[src/design/sct_pkg.sv]
// constants, field layout and carrier types of the split capture/reload timer
// What this block does
// RULE1: in split mode the upper-half run bit starts or stops only the upper half, and is ignored when wide.
// RULE2: the lower-half run bit enables the lower half when split and the whole 16-bit timer when wide.
// RULE3: the low reload/capture byte takes the captured count in capture mode and supplies the reload in timer mode.
// RULE4: both reload/capture bytes are single buffered, so a write to either byte acts at once on its own.
// RULE5: the high reload/capture byte holds the upper reload byte, is read/write and resets to zero.
// RULE6: the low count byte is the low byte of the 16-bit count when wide and the whole low-half count when split.
// RULE7: the high count byte is the high byte of the 16-bit count when wide and the whole high-half count when split.
// RULE8: with split clear the timer counts as one 16-bit timer under the lower controls, with split set the halves run apart.
// RULE9: the interrupt request is the upper flag ORed with the lower flag gated by its enable.
// RULE10: overflow and capture flags are set by hardware and cleared by software writing zero; a control write with a flag bit at one also sets it.
// RULE11: the lower capture enable selects capture for the low half or the whole timer, the upper one only when split.
// RULE12: in timer mode an overflowing counter reloads from its reload byte or bytes on the same clock.
package sct_pkg;
  // ==========================================================================
  // register addresses
  localparam logic [7:0] SCT_ADDR_FIRST_CTRL = 8'hc8;
  localparam logic [7:0] SCT_ADDR_SECOND_CTRL = 8'hb9;
  localparam logic [7:0] SCT_ADDR_RELOAD_LOW = 8'hca;
  localparam logic [7:0] SCT_ADDR_RELOAD_HIGH = 8'hcb;
  localparam logic [7:0] SCT_ADDR_COUNT_LOW = 8'hcc;
  localparam logic [7:0] SCT_ADDR_COUNT_HIGH = 8'hcd;
  localparam logic [7:0] SCT_RESET_BYTE = 8'h00;
  localparam logic [7:0] SCT_BYTE_MAX = 8'hff;

  // ==========================================================================
  // control register layout, same for both timers
  typedef struct packed {
    logic upper_event_flag;
    logic lower_event_flag;
    logic lower_event_irq_enable;
    logic split_select;
    logic upper_capture_enable;
    logic lower_capture_enable;
    logic upper_half_run;
    logic lower_half_run;
  } sct_ctrl_s;

  // register bus request
  typedef struct packed {
    logic wr;
    logic rd;
    logic [7:0] addr;
    logic [7:0] wdata;
  } sct_req_s;
endpackage

[src/design/sct_timer.sv]
// split capture/reload timer with its register port and second control register
module sct_timer
  import sct_pkg::*;
(
  input wire logic core_clk,
  input wire logic sys_rst,
  input wire sct_req_s bus_req,
  input wire logic [1:0] count_tick,
  input wire logic capture_pin,
  output logic [7:0] bus_rdata,
  output logic timer_irq,
  output logic [7:0] second_timer_control
);
  // ==========================================================================
  // state
  sct_ctrl_s ctrl_q, ctrl_d;
  logic [7:0] ctrl2_q, ctrl2_d;
  logic [7:0] rl_low_q, rl_low_d;
  logic [7:0] rl_high_q, rl_high_d;
  logic [7:0] cnt_low_q, cnt_low_d;
  logic [7:0] cnt_high_q, cnt_high_d;
  logic [7:0] rdata_q, rdata_d;
  logic irq_q, irq_d;
  logic cap_s1_q, cap_s2_q, cap_s3_q;
  logic [1:0] tick_s1_q, tick_s2_q;

  logic cap_edge;
  logic run_low, run_high;
  logic cap_low, cap_high;
  logic [7:0] inc_low, inc_high;
  logic wrap_low, wrap_high;
  logic high_tick, high_carry;

  // ==========================================================================
  // pin synchronisers, the first stage is read by the second only
  always_ff @(posedge core_clk) begin
    if (sys_rst) begin
      cap_s1_q <= 1'b0;
      cap_s2_q <= 1'b0;
      cap_s3_q <= 1'b0;
      tick_s1_q <= 2'b00;
      tick_s2_q <= 2'b00;
    end else begin
      cap_s1_q <= capture_pin;
      cap_s2_q <= cap_s1_q;
      cap_s3_q <= cap_s2_q;
      tick_s1_q <= count_tick;
      tick_s2_q <= tick_s1_q;
    end
  end
  assign cap_edge = cap_s2_q & ~cap_s3_q;

  // ==========================================================================
  // mode decode
  always_comb begin
    // RULE2: low run gates half or whole
    run_low = ctrl_q.lower_half_run;
    // RULE1: upper run only when split
    // RULE8: wide follows the low controls
    run_high = ctrl_q.split_select ? ctrl_q.upper_half_run : ctrl_q.lower_half_run;
    // RULE11: capture enables per mode
    cap_low = ctrl_q.lower_capture_enable;
    cap_high = ctrl_q.split_select ? ctrl_q.upper_capture_enable : ctrl_q.lower_capture_enable;
    high_tick = ctrl_q.split_select ? tick_s2_q[1] : tick_s2_q[0];
    high_carry = ctrl_q.split_select ? 1'b1 : wrap_low;
  end

  sct_half #(.WIDTH(8)) u_low (
    .count(cnt_low_q),
    .tick(tick_s2_q[0] & run_low),
    .carry_in(1'b1),
    .count_inc(inc_low),
    .wrap(wrap_low)
  );

  sct_half #(.WIDTH(8)) u_high (
    .count(cnt_high_q),
    .tick(high_tick & run_high),
    .carry_in(high_carry),
    .count_inc(inc_high),
    .wrap(wrap_high)
  );

  // ==========================================================================
  // next state: counting, capture, software writes, flags
  always_comb begin
    ctrl_d = ctrl_q;
    ctrl2_d = ctrl2_q;
    rl_low_d = rl_low_q;
    rl_high_d = rl_high_q;
    cnt_low_d = inc_low;
    cnt_high_d = inc_high;
    rdata_d = rdata_q;
    // RULE12: reload on overflow in timer mode
    if (wrap_low && !cap_low && ctrl_q.split_select) begin
      cnt_low_d = rl_low_q;
    end
    if (wrap_high && !cap_high) begin
      cnt_high_d = rl_high_q;
      if (!ctrl_q.split_select) begin
        cnt_low_d = rl_low_q;
      end
    end
    // software writes first so that hardware events below win over them
    if (bus_req.wr) begin
      case (bus_req.addr)
        SCT_ADDR_FIRST_CTRL: ctrl_d = sct_ctrl_s'(bus_req.wdata);
        SCT_ADDR_SECOND_CTRL: ctrl2_d = bus_req.wdata;
        // RULE4: single buffered bytes
        SCT_ADDR_RELOAD_LOW: rl_low_d = bus_req.wdata;
        // RULE5: upper reload byte
        SCT_ADDR_RELOAD_HIGH: rl_high_d = bus_req.wdata;
        SCT_ADDR_COUNT_LOW: cnt_low_d = bus_req.wdata;
        SCT_ADDR_COUNT_HIGH: cnt_high_d = bus_req.wdata;
        default: ;
      endcase
    end
    // RULE3: capture into reload bytes
    if (cap_edge) begin
      if (cap_low) begin
        rl_low_d = cnt_low_q;
      end
      if (cap_high && (run_high || !ctrl_q.split_select)) begin
        rl_high_d = cnt_high_q;
      end
    end
    // RULE10: flags set by hardware and by control register writes
    if (wrap_low) begin
      ctrl_d.lower_event_flag = 1'b1;
    end
    if (ctrl_q.split_select) begin
      if (cap_edge && cap_low) begin
        ctrl_d.lower_event_flag = 1'b1;
      end
      if (wrap_high || (cap_edge && cap_high)) begin
        ctrl_d.upper_event_flag = 1'b1;
      end
    end else if (cap_low) begin
      // wide capture: low flag also takes the 17th bit, capture raises the upper flag
      if (wrap_high) begin
        ctrl_d.lower_event_flag = 1'b1;
      end
      if (cap_edge) begin
        ctrl_d.upper_event_flag = 1'b1;
      end
    end else if (wrap_high) begin
      ctrl_d.upper_event_flag = 1'b1;
    end
    // RULE9: interrupt request
    irq_d = ctrl_d.upper_event_flag | (ctrl_d.lower_event_flag & ctrl_d.lower_event_irq_enable);
    if (bus_req.rd) begin
      case (bus_req.addr)
        SCT_ADDR_FIRST_CTRL: rdata_d = ctrl_q;
        SCT_ADDR_SECOND_CTRL: rdata_d = ctrl2_q;
        SCT_ADDR_RELOAD_LOW: rdata_d = rl_low_q;
        SCT_ADDR_RELOAD_HIGH: rdata_d = rl_high_q;
        // RULE6: low count byte
        SCT_ADDR_COUNT_LOW: rdata_d = cnt_low_q;
        // RULE7: high count byte
        SCT_ADDR_COUNT_HIGH: rdata_d = cnt_high_q;
        default: rdata_d = SCT_RESET_BYTE;
      endcase
    end
  end

  always_ff @(posedge core_clk) begin
    if (sys_rst) begin
      ctrl_q <= sct_ctrl_s'(SCT_RESET_BYTE);
      ctrl2_q <= SCT_RESET_BYTE;
      rl_low_q <= SCT_RESET_BYTE;
      rl_high_q <= SCT_RESET_BYTE;
      cnt_low_q <= SCT_RESET_BYTE;
      cnt_high_q <= SCT_RESET_BYTE;
      rdata_q <= SCT_RESET_BYTE;
      irq_q <= 1'b0;
    end else begin
      ctrl_q <= ctrl_d;
      ctrl2_q <= ctrl2_d;
      rl_low_q <= rl_low_d;
      rl_high_q <= rl_high_d;
      cnt_low_q <= cnt_low_d;
      cnt_high_q <= cnt_high_d;
      rdata_q <= rdata_d;
      irq_q <= irq_d;
    end
  end

  assign bus_rdata = rdata_q;
  assign timer_irq = irq_q;
  assign second_timer_control = ctrl2_q;
endmodule

[src/design/sct_half.sv]
// one 8-bit counter half with its clock-enable and overflow detection
module sct_half
  import sct_pkg::*;
#(
  parameter int WIDTH = 8
) (
  input wire logic [WIDTH-1:0] count,
  input wire logic tick,
  input wire logic carry_in,
  output logic [WIDTH-1:0] count_inc,
  output logic wrap
);
  // ==========================================================================
  // increment on a tick gated by the lower carry when chained
  always_comb begin
    count_inc = count;
    wrap = 1'b0;
    if (tick && carry_in) begin
      count_inc = count + {{(WIDTH-1){1'b0}}, 1'b1};
      wrap = (count == {WIDTH{1'b1}});
    end
  end
endmodule

[config.mk]
export PLATFORM = sky130hd
export DESIGN_NAME = sct_timer
export DESIGN_NICKNAME = d
export VERILOG_FILES = /design/src/design/sct_pkg.sv /design/src/design/sct_timer.sv /design/src/design/sct_half.sv
export SDC_FILE = /design/constraint.sdc
export NUM_CORES = 1
export LEC_CHECK = 0
export BUFFER_PORTS_ARGS = -buffer_cell sky130_fd_sc_hd__buf_2
export CAP_MARGIN = 20
export CORE_ASPECT_RATIO = 1.4
export CORE_MARGIN = 4
export CORE_UTILIZATION = 48
export CTS_CLUSTER_DIAMETER = 40
export CTS_CLUSTER_SIZE = 30
export DETAILED_ROUTE_END_ITERATION = 7
export PLACE_DENSITY = 0.7
export SYNTH_ARGS = -nofsm -noshare
export SYNTH_HDL_FRONTEND = slang
export SYNTH_HIERARCHICAL = 1
export SYNTH_SLANG_ARGS = --single-unit
[constraint.sdc]
create_clock -name core_clk -period 3.78 [get_ports core_clk]
set_input_delay 1.134 -clock core_clk [delete_from_list [all_inputs] [get_ports core_clk]]
set_output_delay 1.134 -clock core_clk [all_outputs]
set_load 0.1 [all_outputs]
Word level (Yosys, flattened, before mapping)
Cells that the tools add are included.
{"block": "classes", "reduce_logical": 14, "addsub": 2, "eq_ne": 8, "bitwise_logic": 6, "n_mux": 36}
{"operator": "8-bit 2-to-1 mux", "count": 20}
{"operator": "8-bit equality test, second input constant", "count": 8}
{"operator": "8-bit case mux with 6 select lines", "count": 1}
{"operator": "8-bit by 1-bit adder with 8-bit output, second input constant", "count": 2}
{"operator": "1-bit 2-to-1 mux", "count": 14}
{"operator": "1-bit logical AND", "count": 7}
{"operator": "1-bit bitwise AND", "count": 4}
{"operator": "2-bit AND reduction", "count": 2}
{"operator": "1-bit zero test", "count": 3}
{"operator": "1-bit logical OR", "count": 2}
{"operator": "2-bit 2-to-1 mux", "count": 1}
{"operator": "1-bit inverter", "count": 1}
{"operator": "1-bit bitwise OR", "count": 1}
{"block": "totals", "regBits": 64}

Longest topological paths before layout
{"block": "logic_depth", "depth_word": 10, "ltp_mapped": 12, "mapped_depth_nobuf": 12}

Cells and area by module
Netlist, hierarchy kept.
{"module": "sct_timer", "seq_area_each_um2": 1281.2, "cells_each": 340, "area_per_inst_um2": 3239.4, "n_inst": 1}
{"module": "sct_half", "seq_area_each_um2": 0.0, "cells_each": 24, "area_per_inst_um2": 186.4, "n_inst": 2}

Worst setup path before layout
OpenSTA, ideal clock, no wires.
{"block": "synth_timing", "path_kind": "register to register", "start": "reg cnt_low_q[0]", "end": "reg cnt_low_q[0]", "arrival_time_ps": 2657, "setup_slack_ps": 982, "t_required_ps": 3638, "n_path_buf": 0, "stages_incl_launch_ff": 11, "path_cell_list": "dfxtp_1 -> ha_1 -> nand3_2 -> nor4_1 -> or2_2 -> nand3_2 -> nor4_1 -> mux2i_1 -> nor2_2 -> mux2i_1 -> a211oi_2"}
{"block": "synth_via", "elab_chain_cells": 9, "word_cells_on_any_way": 15}
{"item": "from (decl)", "line_no": "sct_timer.sv:20", "source": "logic [7:0] cnt_low_q, cnt_low_d;"}
{"item": "from (signal assigned)", "line_no": "sct_timer.sv:181", "source": "cnt_low_q <= cnt_low_d;"}
{"item": "8-bit equality test *", "line_no": "sct_half.sv:20", "source": "wrap = (count == {WIDTH{1'b1}});"}
{"item": "1-bit 2-to-1 mux *", "line_no": "sct_half.sv:18", "source": "if (tick && carry_in) begin"}
{"item": "named net wrap_low", "line_no": "sct_timer.sv:31", "source": "logic wrap_low, wrap_high;"}
{"item": "1-bit 2-to-1 mux *", "line_no": "sct_timer.sv:65", "source": "high_carry = ctrl_q.split_select ? 1'b1 : wrap_low;"}
{"item": "named net high_carry", "line_no": "sct_timer.sv:32", "source": "logic high_tick, high_carry;"}
{"item": "1-bit logical AND *", "line_no": "sct_half.sv:18"}
{"item": "1-bit 2-to-1 mux *", "line_no": "sct_half.sv:18"}
{"item": "named net wrap_high", "line_no": "sct_timer.sv:31"}
{"item": "1-bit logical AND *", "line_no": "sct_timer.sv:98", "source": "if (wrap_high && !cap_high) begin"}
{"item": "8-bit 2-to-1 mux *", "line_no": "sct_timer.sv:98"}
{"item": "8-bit 2-to-1 mux", "line_no": "sct_timer.sv:106", "source": "case (bus_req.addr)"}
{"item": "8-bit 2-to-1 mux *", "line_no": "sct_timer.sv:105", "source": "if (bus_req.wr) begin"}
The timed path passes the listed nets; every way through them passes the cells marked *.
A chain may end at the register's enable or synchronous reset.

Final worst setup path
{"block": "layout_timing", "start": "reg cnt_low_q[0]", "end": "reg cnt_low_q[6]"}
Same word-level chain as after synthesis.

==> tab_implementation.tex <==
\begin{tabular}{lr}
\hline
Metric & Value \\
\hline
\multicolumn{2}{l}{\textbf{Yosys}} \\
Library cells used by synthesis & 59 \\
Part of the Yosys area used for sequential elements & 0.355 \\
Fraction of synthesized cell area taken by the top area cell type & 0.355 \\
Predominant post-synthesis flop cell & dfxtp\_1 \\
Post-synthesis async set-or-reset flop share & 0 \\
Ys Warns & 6 \\
EDFF count, synth & 0 \\
Flop and latch count out of synthesis & 64 \\
Biggest area consumer among synthesized cells & dfxtp\_1 \\
Number of instances in the synthesized netlist & 388 \\
Biggest area contributors in the synthesized netlist & dfxtp\_1 35\%, mux2i\_1 13\%, a211oi\_1 5.6\% \\
Post-Syn Area & around 0.0036 mm2 \\
Syn\_area\_per\_cell & 9.31 um2 \\
\multicolumn{2}{l}{\textbf{GRT}} \\
Maximum number of pins on one net before global-route repair & 35 \\
Number of antenna violations at the first check in global routing & 0 \\
Vias in the first global route & roughly 3000 \\
Overflow left after global routing & 0 \\
Global router's overall resource usage & 0.235 \\
Global-route wire length before repair & $\sim$16000 um \\
\multicolumn{2}{l}{\textbf{Drt}} \\
DRC & 0 \\
First-pass detailed-route iteration total & 4 \\
Vias after detailed routing & 3071 \\
Routed vias/inst & 5.88 \\
Routed WL per cell & 18.9 um \\
DRT antenna net count & 0 \\
DRT Wirelength & between 9000 and 10000 um \\
Initial detailed-routing violation count & about 210 \\
\multicolumn{2}{l}{\textbf{Clock tree}} \\
TritonCTS clock tree & built \\
Later-pin clock latency in the skew report & 360 ps \\
\# clock sinks & 64 \\
Number of H-tree levels & 3 \\
Clock root buffer master & clkbuf\_8 \\
Clock Pin Slew Worst Setup and Hold Paths & 70 ps \\
Clock buffer count from CTS & 9 \\
Number of buffers on the longest clock path & 2 \\
\multicolumn{2}{l}{\textbf{Worst setup path}} \\
Sort of element at the end of the critical path & flop \\
Critical path peak fanout & 8 \\
Worst setup path category & reg2reg \\
Data required, critical path & 4010 ps \\
Element type at the critical path start & flop \\
Number of buffers and inverters on the critical path & 0 \\
CP Data Arrival Time & roughly 3500 ps \\
Crit path largest cell delay & 500 ps \\
Cell family with most CP delay & simple AND/OR/NAND/NOR gates \\
CP max stage cell & nor4\_2 \\
Critical path, cell by cell & ha\_1 -> nand3\_2 -> nor4\_1 -> or2\_2 -> nand3\_2 -> nor4\_2 -> mux2i\_1 -> nor2\_2 -> mux2i\_1 -> a211oi\_2 \\
\multicolumn{2}{l}{\textbf{Floorplan}} \\
Die Outline Area & $\sim$0.009 mm2 \\
Width of the die & 81.3 um \\
Total number of placement rows & 37 \\
Starting Density & 0.491 \\
I/O pins & 40 \\
Vert. Die Dim & between 100 and 150 um \\
Core Footprint & 0.00736 mm2 \\
\multicolumn{2}{l}{\textbf{Power}} \\
Static leakage power & about 1.7 nW \\
Highest ir drop seen on vdd & 0.199 mV \\
Power density normalized to cell area & roughly 360 mW/mm2 \\
\multicolumn{2}{l}{\textbf{Status}} \\
Run status & finished clean \\
\multicolumn{2}{l}{\textbf{Final layout}} \\
Post-Route Utilization & 0.551 \\
Fraction of final layout cells sized beyond drive strength 1 & 0.240 \\
Antenna cell count & 0 \\
Net count reported at finish & between 400 and 500 \\
Area growth from synthesis to layout & 12.3\% \\
\multicolumn{2}{l}{\textbf{Timing}} \\
Number of hold violations in the final report & 0 \\
Slew HR & 0.567 \\
Minimum clock period after layout & 3240 ps \\
Setup TNS & 0 ps \\
Clock Skew & approximately 12 ps \\
Final Cycle Share & 0.858 \\
Final count of pins violating max slew & 0 \\
Finish-stage setup viols & 0 \\
Worst-margin pin slew & 650 ps \\
Fmax & 309 MHz \\
Unrepaired setup endpoints after global routing & false \\
\multicolumn{2}{l}{\textbf{Min path}} \\
Hold Crit Class & reg2reg \\
\multicolumn{2}{l}{\textbf{Place}} \\
Number of buffers added on ports & 39 \\
Global placer's final weighted congestion & 0.909 \\
DP Wirelength & approximately 7300 um \\
\multicolumn{2}{l}{\textbf{Flow run}} \\
Max-cap violations & 0 \\
\hline
\end{tabular}
==> worst paths after layout <==
| path | startpoint | endpoint | slack [ps] | depth (start not counted) |
|---|---|---|---|---|
| setup / recovery | cnt_low_q[0]$_SDFF_PP0_ | cnt_low_q[6]$_SDFF_PP0_ | 540 | 10 |
| setup reg to reg | cnt_low_q[0]$_SDFF_PP0_ | cnt_low_q[6]$_SDFF_PP0_ | 540 | 10 |
| hold / removal | cap_s1_q$_SDFF_PP0_ | cap_s2_q$_SDFF_PP0_ | 430 | 1 |
| hold reg to reg | cap_s1_q$_SDFF_PP0_ | cap_s2_q$_SDFF_PP0_ | 430 | 1 |
==> report_power, final <==
| part | leakage (nW) | switching [W] | internal (W) |
|---|---|---|---|
| Sequential | 0.518 | 0.00000382 | 0.000682 |
| Clock | 0.101 | 0.000273 | 0.000365 |
| Combinational | 1.08 | 0.0000911 | 0.0000290 |
==> worst reg2reg max path: cells and delay by family (launching register included) <==
family / cells / cell delay [ps]
AOI/OAI and AO/OA: 1 / 90
adders and majority gates: 1 / 190
DFF: 1 / 430
muxes: 2 / 470
and+or+nand+nor: 6 / 1940
==> registers in the layout, indices dropped and copies added (netlist names) <==
register / flops
tick_s2_q: 2
cap_s2_q: 1
run_low: 1
cnt_low_q: 8
tick_s1_q: 2
rl_high_q: 8
cap_s1_q: 1
second_timer_control: 8
cap_low: 1
cap_s3_q: 1
cnt_high_q: 8
bus_rdata: 8
rl_low_q: 8
timer_irq: 1
ctrl_q: 6
==> logic make-up (layout without fill, tap and decap cells) <==
| group | count (synthesis) | after routing | synth area share |
|---|---|---|---|
| and+or+nand+nor | 145 | 145 | 0.245 |
| AOI/OAI and AO/OA | 76 | 76 | 0.161 |
| DFF | 64 | 64 | 0.355 |
| muxes | 55 | 55 | 0.157 |
| buffers and inverters | 31 | 66 | 0.0412 |
| xor gates and xnor gates | 14 | 14 | 0.0339 |
| adders and majority gates | 2 | 2 | 0.00693 |
| other | 1 | 3 | 0.00104 |
==> cells in the final DEF, fill, tap and decap left out, drive strengths merged, types with 11 or more instances in the layout <==
cell type  instances
a21oi             11
nand2             19
nor2              55
nand3             19
a211oi            35
mux2i             46
nor3              12
nor2b             12
buf               41
dfxtp             64
==> layer usage <==
metal | vias to the layer above | GRT usage | routed length, um
li1 | 1481 | - | -
met1 | 1477 | 0.286 | 4030
met2 | 84 | 0.365 | 4860
met3 | 29 | 0.0424 | 417
met4 | 0 | 0.158 | 539
met5 | - | 0 | 0
==> repair_timing <==
| item | CTS | global route |
|---|---|---|
| hold buffers | 0 | 0 |
| gates resized for setup | 0 | 1 |
| setup endpoints to repair | 0 | 8 |
| setup buffers | 0 | 0 |
==> synth_stat cells (4+ instances only) <==
cell type  instances
nor3_2             6
a22oi_1            7
xor2_1             6
mux2_2             8
nor2b_1           12
nor2_1            54
mux2i_1           46
xnor2_1            8
dfxtp_1           64
nand2_1           15
nor3_1             5
nand3_1           14
a211oi_1          27
nand3_2            4
buf_2              4
clkbuf_1          11
a31oi_1            4
a211oi_2           8
a21oi_1           11
inv_1             10
==> area by class of cell <==
cell class | instances | area [um2]
Clock buffer | 9 | 124
Tap cell | 97 | 121
Multi-Input combinational cell | 295 | 2200
Clock inverter | 6 | 85.1
Inverter | 10 | 37.5
Fill cell | 682 | 3310
Sequential cell | 64 | 1280
Timing Repair Buffer | 41 | 210
==> through the flow <==
stage | cells | total power [W] | setup slack [ps] | cell area, um2 | hold slack, ps
final | 522 | 0.00144 | 539 | 4060 | 435
after global placement | 506 | 0.000819 | 605 | 3830 | 418
after global routing | 522 | 0.00149 | 225 | 4060 | 451
after detailed placement | 506 | 0.000821 | 398 | 3830 | 420
after CTS | 521 | 0.00146 | 386 | 4040 | 436
after floorplan | 390 | 0.000779 | 982 | 3620 | 414
Power figures use the tool's default switching activity.
